<file path="config.mk">
export PLATFORM = sky130hd
export DESIGN_NAME = kbdsel_top
export DESIGN_NICKNAME = d
export VERILOG_FILES = /design/src/logic/kbdsel_pkg.sv /design/src/logic/kbdsel_top.sv
export SDC_FILE = /design/constraint.sdc
export NUM_CORES = 1
export LEC_CHECK = 0
export BUFFER_PORTS_ARGS = -buffer_cell sky130_fd_sc_hd__clkbuf_2
export CORE_ASPECT_RATIO = 0.75
export CORE_UTILIZATION = 35
export CTS_BUF_LIST = sky130_fd_sc_hd__clkbuf_2
export DETAILED_ROUTE_END_ITERATION = 6
export HOLD_SLACK_MARGIN = 0.06
export PLACE_DENSITY = 0.65
export SKIP_CTS_REPAIR_TIMING = 1
export SLEW_MARGIN = 10
export SYNTH_ARGS = -nofsm -noshare
export SYNTH_HDL_FRONTEND = slang
export SYNTH_SLANG_ARGS = --single-unit
</file>
<file path="constraint.sdc">
create_clock -name clk_sys -period 1.9 [get_ports clk_sys]
set_input_delay 0.19 -clock clk_sys [delete_from_list [all_inputs] [get_ports clk_sys]]
set_output_delay 0.19 -clock clk_sys [all_outputs]
set_load 0.03 [all_outputs]
</file>
<file path="src/logic/kbdsel_pkg.sv">
// constants and carrier types of the keyboard controller select register block
// Contract
// [RQ1] aux output polarity follows select bit 7
// [RQ2] select bit 6 blocks pointer clock and data
// [RQ3] pointer data to wake logic never blocked
// [RQ4] select bit 5 blocks keys clock and data
// [RQ5] keys data to wake logic never blocked
// [RQ6] default pointer irq is raw AND latched
// [RQ7] select bit set gives latched keys irq
// [RQ8] select bit 2 enables fast gate port
// [RQ9] indexes above select read back zero
// [RQ10] reserved bits 1:0 read zero, ignore writes
// [RQ11] select register clears to zero on reset
package kbdsel_pkg;
  // ---------------------------------------------------------------
  // register map (byte address = 4 * printed index)
  // ---------------------------------------------------------------
  localparam logic [7:0] SEL_IDX = 8'hf0;
  localparam logic [7:0] RSV_LO_IDX = 8'hf1;
  localparam logic [7:0] RSV_HI_IDX = 8'hff;
  localparam logic [11:0] STAT_ADDR = 12'h000;
  localparam logic [11:0] MASK_ADDR = 12'h004;
  localparam logic [11:0] PINS_ADDR = 12'h008;
  // ---------------------------------------------------------------
  // select register fields and reset values
  // ---------------------------------------------------------------
  localparam int AUX_POL_BIT = 7;
  localparam int PTR_ISO_BIT = 6;
  localparam int KEYS_ISO_BIT = 5;
  localparam int PTR_LAT_BIT = 4;
  localparam int KEYS_LAT_BIT = 3;
  localparam int GATE_EN_BIT = 2;
  localparam logic [7:0] SEL_RST = 8'h00;
  localparam logic [7:0] SEL_WMASK = 8'hfc;
  localparam logic [1:0] EV_RST = 2'h0;
  localparam int EV_PTR = 0;
  localparam int EV_KEYS = 1;
  localparam logic [1:0] RESP_OKAY = 2'h0;
  localparam logic [1:0] RESP_DECERR = 2'h3;
  // ---------------------------------------------------------------
  // carriers from and toward the keyboard microcontroller
  // ---------------------------------------------------------------
  typedef struct packed {
    logic ptrClk;
    logic ptrData;
    logic keysClk;
    logic keysData;
    logic pointerIrq;
    logic keysIrq;
    logic auxRaw;
  } kbdsel_pins_s;
  typedef struct packed {
    logic ptrClk;
    logic ptrData;
    logic keysClk;
    logic keysData;
  } kbdsel_lines_s;
endpackage

</file>
<file path="src/logic/kbdsel_top.sv">
// select register bank with axi4-lite slave and keyboard line gating
`timescale 1ns/1ps
module kbdsel_top
  import kbdsel_pkg::*;
(
  input wire logic clk_sys,
  input wire logic rst,
  input wire logic [11:0] awaddr,
  input wire logic awvalid,
  output logic awready,
  input wire logic [31:0] wdata,
  input wire logic [3:0] wstrb,
  input wire logic wvalid,
  output logic wready,
  output logic [1:0] bresp,
  output logic bvalid,
  input wire logic bready,
  input wire logic [11:0] araddr,
  input wire logic arvalid,
  output logic arready,
  output logic [31:0] rdata,
  output logic [1:0] rresp,
  output logic rvalid,
  input wire logic rready,
  input wire kbdsel_pkg::kbdsel_pins_s pinsIn,
  output kbdsel_pkg::kbdsel_lines_s toCtrl,
  output logic pointerDataWake,
  output logic keysDataWake,
  output logic auxOutputLine,
  output logic pointerIrqOut,
  output logic keysIrqOut,
  output logic addressLineGateEn,
  output logic irq
);
  import kbdsel_pkg::*;

  // gated line: idle high while isolated
  function automatic logic isoLine(input logic iso, input logic v);
    return iso | v;
  endfunction

  // irq forming: latched alone or raw anded with latched
  function automatic logic irqForm(input logic useLat, input logic raw, input logic lat);
    return useLat ? lat : (raw & lat);
  endfunction

  // address decode: byte address of a printed index
  function automatic logic [11:0] idxAddr(input logic [7:0] idx);
    return {2'h0, idx, 2'h0};
  endfunction

  // ---------------------------------------------------------------
  // state
  // ---------------------------------------------------------------
  logic [7:0] sel_r, sel_nxt;
  logic [1:0] stat_r, stat_nxt;
  logic [1:0] mask_r, mask_nxt;
  logic [1:0] rawPrev_r, rawPrev_nxt;
  logic awHeld_r, awHeld_nxt;
  logic wHeld_r, wHeld_nxt;
  logic [11:0] awAddr_r, awAddr_nxt;
  logic [31:0] wData_r, wData_nxt;
  logic [3:0] wStrb_r, wStrb_nxt;
  logic awready_nxt, wready_nxt, bvalid_nxt, arready_nxt, rvalid_nxt;
  logic [1:0] bresp_nxt, rresp_nxt;
  logic [31:0] rdata_nxt;
  kbdsel_lines_s toCtrl_nxt;
  logic ptrWake_nxt, keysWake_nxt, aux_nxt, ptrIrq_nxt, keysIrq_nxt, gate_nxt, irq_nxt;
  logic doWrite, wrHit, rdHit;
  logic [31:0] rdVal;
  logic [1:0] evSet;

  // ---------------------------------------------------------------
  // read decode
  // ---------------------------------------------------------------
  always_comb
  begin
    rdHit = 1'b1;
    rdVal = 32'h0;
    if (araddr == STAT_ADDR)
    begin
      rdVal = {30'h0, stat_r};
    end
    else if (araddr == MASK_ADDR)
    begin
      rdVal = {30'h0, mask_r};
    end
    else if (araddr == PINS_ADDR)
    begin
      rdVal = {25'h0, pinsIn};
    end
    else if (araddr == idxAddr(SEL_IDX))
    begin
      rdVal = {24'h0, sel_r & SEL_WMASK}; // see [RQ10]
    end
    else if (araddr[1:0] == 2'h0 && araddr >= idxAddr(RSV_LO_IDX) && araddr <= idxAddr(RSV_HI_IDX))
    begin
      rdVal = 32'h0; // see [RQ9]
    end
    else
    begin
      rdHit = 1'b0;
    end
  end

  // ---------------------------------------------------------------
  // axi4-lite channels and register writes
  // ---------------------------------------------------------------
  always_comb
  begin
    awHeld_nxt = awHeld_r;
    wHeld_nxt = wHeld_r;
    awAddr_nxt = awAddr_r;
    wData_nxt = wData_r;
    wStrb_nxt = wStrb_r;
    bvalid_nxt = bvalid && !bready;
    bresp_nxt = bresp;
    sel_nxt = sel_r;
    mask_nxt = mask_r;
    stat_nxt = stat_r;
    rawPrev_nxt = {pinsIn.keysIrq, pinsIn.pointerIrq};
    if (awvalid && awready)
    begin
      awHeld_nxt = 1'b1;
      awAddr_nxt = awaddr;
    end
    if (wvalid && wready)
    begin
      wHeld_nxt = 1'b1;
      wData_nxt = wdata;
      wStrb_nxt = wstrb;
    end
    doWrite = awHeld_r && wHeld_r && !bvalid;
    wrHit = awAddr_r == STAT_ADDR || awAddr_r == MASK_ADDR || awAddr_r == idxAddr(SEL_IDX)
      || (awAddr_r[1:0] == 2'h0 && awAddr_r >= idxAddr(RSV_LO_IDX) && awAddr_r <= idxAddr(RSV_HI_IDX));
    if (doWrite)
    begin
      awHeld_nxt = 1'b0;
      wHeld_nxt = 1'b0;
      bvalid_nxt = 1'b1;
      bresp_nxt = wrHit ? RESP_OKAY : RESP_DECERR;
      if (wStrb_r[0])
      begin
        if (awAddr_r == idxAddr(SEL_IDX))
        begin
          sel_nxt = wData_r[7:0] & SEL_WMASK; // see [RQ10]
        end
        if (awAddr_r == MASK_ADDR)
        begin
          mask_nxt = wData_r[1:0];
        end
        if (awAddr_r == STAT_ADDR)
        begin
          stat_nxt = stat_r & ~wData_r[1:0];
        end
      end
    end
    // rising microcontroller irqs latch; set wins over clear
    evSet = {pinsIn.keysIrq, pinsIn.pointerIrq} & ~rawPrev_r;
    stat_nxt = stat_nxt | evSet;
    awready_nxt = !awHeld_nxt && !bvalid_nxt;
    wready_nxt = !wHeld_nxt && !bvalid_nxt;
    arready_nxt = !rvalid; // ready again once no read answer is pending
    rvalid_nxt = rvalid;
    rdata_nxt = rdata;
    rresp_nxt = rresp;
    if (arvalid && arready)
    begin
      arready_nxt = 1'b0;
      rvalid_nxt = 1'b1;
      rdata_nxt = rdVal;
      rresp_nxt = rdHit ? RESP_OKAY : RESP_DECERR;
    end
    else if (rvalid && rready)
    begin
      rvalid_nxt = 1'b0;
      arready_nxt = 1'b1;
    end
  end

  // register bus state
  always_ff @(posedge clk_sys)
  begin
    if (rst)
    begin
      sel_r <= SEL_RST; // see [RQ11]
      mask_r <= EV_RST;
      stat_r <= EV_RST;
      rawPrev_r <= EV_RST;
      awHeld_r <= 1'b0;
      wHeld_r <= 1'b0;
      awAddr_r <= 12'h0;
      wData_r <= 32'h0;
      wStrb_r <= 4'h0;
      awready <= 1'b0;
      wready <= 1'b0;
      bvalid <= 1'b0;
      bresp <= RESP_OKAY;
      arready <= 1'b0;
      rvalid <= 1'b0;
      rdata <= 32'h0;
      rresp <= RESP_OKAY;
    end
    else
    begin
      sel_r <= sel_nxt;
      mask_r <= mask_nxt;
      stat_r <= stat_nxt;
      rawPrev_r <= rawPrev_nxt;
      awHeld_r <= awHeld_nxt;
      wHeld_r <= wHeld_nxt;
      awAddr_r <= awAddr_nxt;
      wData_r <= wData_nxt;
      wStrb_r <= wStrb_nxt;
      awready <= awready_nxt;
      wready <= wready_nxt;
      bvalid <= bvalid_nxt;
      bresp <= bresp_nxt;
      arready <= arready_nxt;
      rvalid <= rvalid_nxt;
      rdata <= rdata_nxt;
      rresp <= rresp_nxt;
    end
  end

  // ---------------------------------------------------------------
  // keyboard side lines
  // ---------------------------------------------------------------
  always_comb
  begin
    toCtrl_nxt.ptrClk = isoLine(sel_r[PTR_ISO_BIT], pinsIn.ptrClk); // see [RQ2]
    toCtrl_nxt.ptrData = isoLine(sel_r[PTR_ISO_BIT], pinsIn.ptrData); // see [RQ2]
    toCtrl_nxt.keysClk = isoLine(sel_r[KEYS_ISO_BIT], pinsIn.keysClk); // see [RQ4]
    toCtrl_nxt.keysData = isoLine(sel_r[KEYS_ISO_BIT], pinsIn.keysData); // see [RQ4]
    ptrWake_nxt = pinsIn.ptrData; // see [RQ3]
    keysWake_nxt = pinsIn.keysData; // see [RQ5]
    aux_nxt = sel_r[AUX_POL_BIT] ? pinsIn.auxRaw : !pinsIn.auxRaw; // see [RQ1]
    ptrIrq_nxt = irqForm(sel_r[PTR_LAT_BIT], pinsIn.pointerIrq, stat_r[EV_PTR]); // see [RQ6]
    keysIrq_nxt = irqForm(sel_r[KEYS_LAT_BIT], pinsIn.keysIrq, stat_r[EV_KEYS]); // see [RQ7]
    gate_nxt = sel_r[GATE_EN_BIT]; // see [RQ8]
    irq_nxt = |(stat_r & mask_r);
  end

  // keyboard side output flops
  always_ff @(posedge clk_sys)
  begin
    if (rst)
    begin
      toCtrl <= '1;
      pointerDataWake <= 1'b1;
      keysDataWake <= 1'b1;
      auxOutputLine <= 1'b1;
      pointerIrqOut <= 1'b0;
      keysIrqOut <= 1'b0;
      addressLineGateEn <= 1'b0;
      irq <= 1'b0;
    end
    else
    begin
      toCtrl <= toCtrl_nxt;
      pointerDataWake <= ptrWake_nxt;
      keysDataWake <= keysWake_nxt;
      auxOutputLine <= aux_nxt;
      pointerIrqOut <= ptrIrq_nxt;
      keysIrqOut <= keysIrq_nxt;
      addressLineGateEn <= gate_nxt;
      irq <= irq_nxt;
    end
  end
endmodule

</file>
==> impl_metrics.tcl <==
set metrics [dict create \
    status "completed" \
    p_per_area_mw_per_mm2 790.6 \
    cp_num_buf_inv 1 \
    nets 474 \
    antenna_cells 0 \
    maxSlewHeadroom 0.5608 \
    setup_tns_ns 0 \
    yosysTopAreaCell "dfxtp_1" \
    fin_skew_ns 0.02637 \
    use_met1 0.2050 \
    clock_sinks 61 \
    initial_core_util 0.3640 \
    hpwl_um 4208 \
    drive_gt1_frac 0.2494 \
    wl_um 5828 \
    final_cells 503 \
    netlist_area_mm2 0.002499 \
    p_leak_nw 1.390 \
    vias 2254 \
    antenna_found_initial 0 \
    grt_pass1_wl_um 8687 \
    grtUsageTotal 0.1535 \
    h-tree-depth 3 \
    fmax_mhz 637.7 \
    yosysUniqueCellTypes 39 \
    crit_family "simple AND/OR/NAND/NOR gates" \
    grt_overflow_total 0 \
    dr.first_iter.drc_count 78 \
    avgRoutedWirePerCell_um 11.59 \
    top_level_ports 126 \
    die-area_mm2 0.007484 \
    worst_pin_slew_ns 0.6585 \
    cts_tree "yes" \
    drt_pre_antenna_iters 4 \
    rows 26 \
    path_cells "nor4_1 > buf_4 > nand3_1 > nor2_1 > mux2i_1" \
    yosysSeqAreaShare 0.4887 \
    grt_max_degree 31 \
    grt_pass1_vias 1854 \
    avgSynthCellArea_um2 8.557 \
    synth-warning-count 0 \
    slowest_stage "dfxtp_1" \
    ir_drop_v 0.0003222 \
    syn_inst 292 \
    synth_ff_type "dfxtp_1" \
    grt_util_met2 0.2215 \
    clkTransAtPathRegs_ns 0.18 \
    chipWidth_um 99.57 \
    fp.dieH_um 75.17 \
    top_usage_layer "met2" \
    finalCritPeriodShare 0.8254 \
    dp_cells 455 \
    antenna_left 0 \
    grt_util_met3 0.04271 \
    worst-path-max-fanout 5 \
    slowest_delay_ns 0.35 \
    finalCoreUtilization 0.4840 \
    setup_violations 0 \
    cts_buffer_depth 2 \
    core_area_mm2 0.006864 \
    synth_edf_count 0 \
    worstSetupPathType "register to register" \
    gp_congestion 0.7396 \
    crit_arrival_ns 1.97 \
    io_buffer_count 74 \
    rsz0062_at_grt "no" \
    hp-class "primary input to register" \
    synth_area_leaders "dfxtp_1 (49%), nand2_1 (8.6%), buf_4 (7.8%), a21oi_1 (6.4%), nand2b_1 (2.8%)" \
    cp-start-kind "register" \
    synth_top_area_frac 0.4887 \
    async_flop_share 0 \
    end_kind "register" \
    maxSlewViolCount 0 \
    cts_made_buffers 9 \
    post-route-drc-count 0 \
    cap_violations 0 \
    hold_viol_final 0 \
    area_delta_synth_final_pct 32.95 \
    fin_crit_ns 1.568 \
    root_buffer "clkbuf_2" \
    clk_latency_ns 0.48 \
    synth-seq-cells 61 \
    power_w 0.002626 \
    required_ns 2.30 \
    avgViaCountPerCell 4.481 \
]
[power breakdown]
part | internal [W] | switching [W]
registers | 0.00133 | 0.0000284
logic | 0.000148 | 0.000238
clock network | 0.000429 | 0.000453
total | 0.00191 | 0.000719
[per-layer routing]
metal	vias up	share of wire
met3	12	0.054
met5	-	0
met1	1014	0.49
met2	57	0.43
li1	1171	-
met4	0	0.019
[sequential cells by signal, summed over array words and instances, names as in the netlist, 2 cells and up]
register   flops
stat_r         2
sel_r          6
mask_r         2
wData_r        8
awAddr_r      12
rawPrev_r      2
rdata          8
toCtrl         4
[layout make-up]
type / instances / area, um2
Inverter: 5 / 18.77
Timing Repair Buffer: 110 / 720.7
Tap cell: 98 / 122.6
Sequential cell: 61 / 1221
Multi-Input combinational cell: 213 / 1111
Clock inverter: 6 / 77.57
Clock buffer: 10 / 50.05
Fill cell: 718 / 3542
[through the flow]
step | setup slack (ns) | hold slack [ns] | instance area [um2]
6_report | 0.3318 | 0.08744 | 3322
2_1_floorplan | 0.4614 | 0.2923 | 2585
3_3_place_gp | 0.2698 | 0.4038 | 2874
3_5_place_dp | 0.2199 | 0.4000 | 2874
4_1_cts | 0.3125 | -0.1188 | 3002
5_1_grt | 0.1960 | 0.09185 | 3322
[Yosys cell counts, drive strengths merged, types with 2 or more instances]
library cell and instances:
or2 3, nor2b 4, mux2i 2, nor2 10
o31ai 3, a21oi 32, or4 3, nand3b 2
dfxtp 61, nand2b 11, a22oi 6, clkbuf 9
and2 4, inv 5, nand2 57, buf 27
nand3 10, or3 4, a221oi 2, nor3 7
and3 2, nor4 5, o21ai 12, a211o 2
nor3b 3
[cells by family after synthesis]
kind of cell,count (synthesis),synth area share
and+or+nand+nor,129,0.2659
DFF,61,0.4887
AOI/OAI and AO/OA,57,0.1312
buffers and inverters,41,0.1012
muxes,2,0.008012
xor gates and xnor gates,1,0.003506
other,1,0.001501
[worst paths after layout]
path | slack [ns] | to | depth (start not counted) | from
worst max-delay path | 0.33 | mask_r[0]$_SDFFE_PP0P_ | 5 | awAddr_r[0]$_SDFFE_PP0P_
worst min-delay path | 0.09 | rdata[0]$_SDFFE_PP0P_ | 4 | arvalid
worst max register to register | 0.33 | mask_r[0]$_SDFFE_PP0P_ | 5 | awAddr_r[0]$_SDFFE_PP0P_
worst min register to register | 0.47 | awAddr_r[4]$_SDFFE_PP0P_ | 2 | awAddr_r[4]$_SDFFE_PP0P_
[tightest hold or removal path: cells and delay by family]
family | cells | cell delay (ns)
AND/OR/NAND/NOR | 2 | 0.20
AO/OA/AOI/OAI | 1 | 0.05
buffers and inverters | 1 | 0.09
[cell usage in the layout (no fill, tap or decap), drive strengths merged, types with 2 or more instances in the layout]
| master | n |
|---|---|
| o31ai | 3 |
| inv | 5 |
| nor2b | 4 |
| mux2i | 2 |
| a211o | 2 |
| o21ai | 12 |
| nand2 | 57 |
| bufinv | 2 |
| nor3 | 7 |
| a221oi | 2 |
| clkinv | 4 |
| nand3 | 10 |
| nor2 | 10 |
| a22oi | 6 |
| or2 | 3 |
| or4 | 3 |
| buf | 4 |
| conb | 24 |
| clkbuf | 84 |
| or3 | 4 |
| nand2b | 11 |
| and2 | 4 |
| a21oi | 32 |
| dfxtp | 61 |
| dlygate4sd3 | 32 |
| and3 | 2 |
| nor4 | 5 |
| nand3b | 2 |
| nor3b | 3 |
Note: power is estimated with default switching activity, not from simulation.
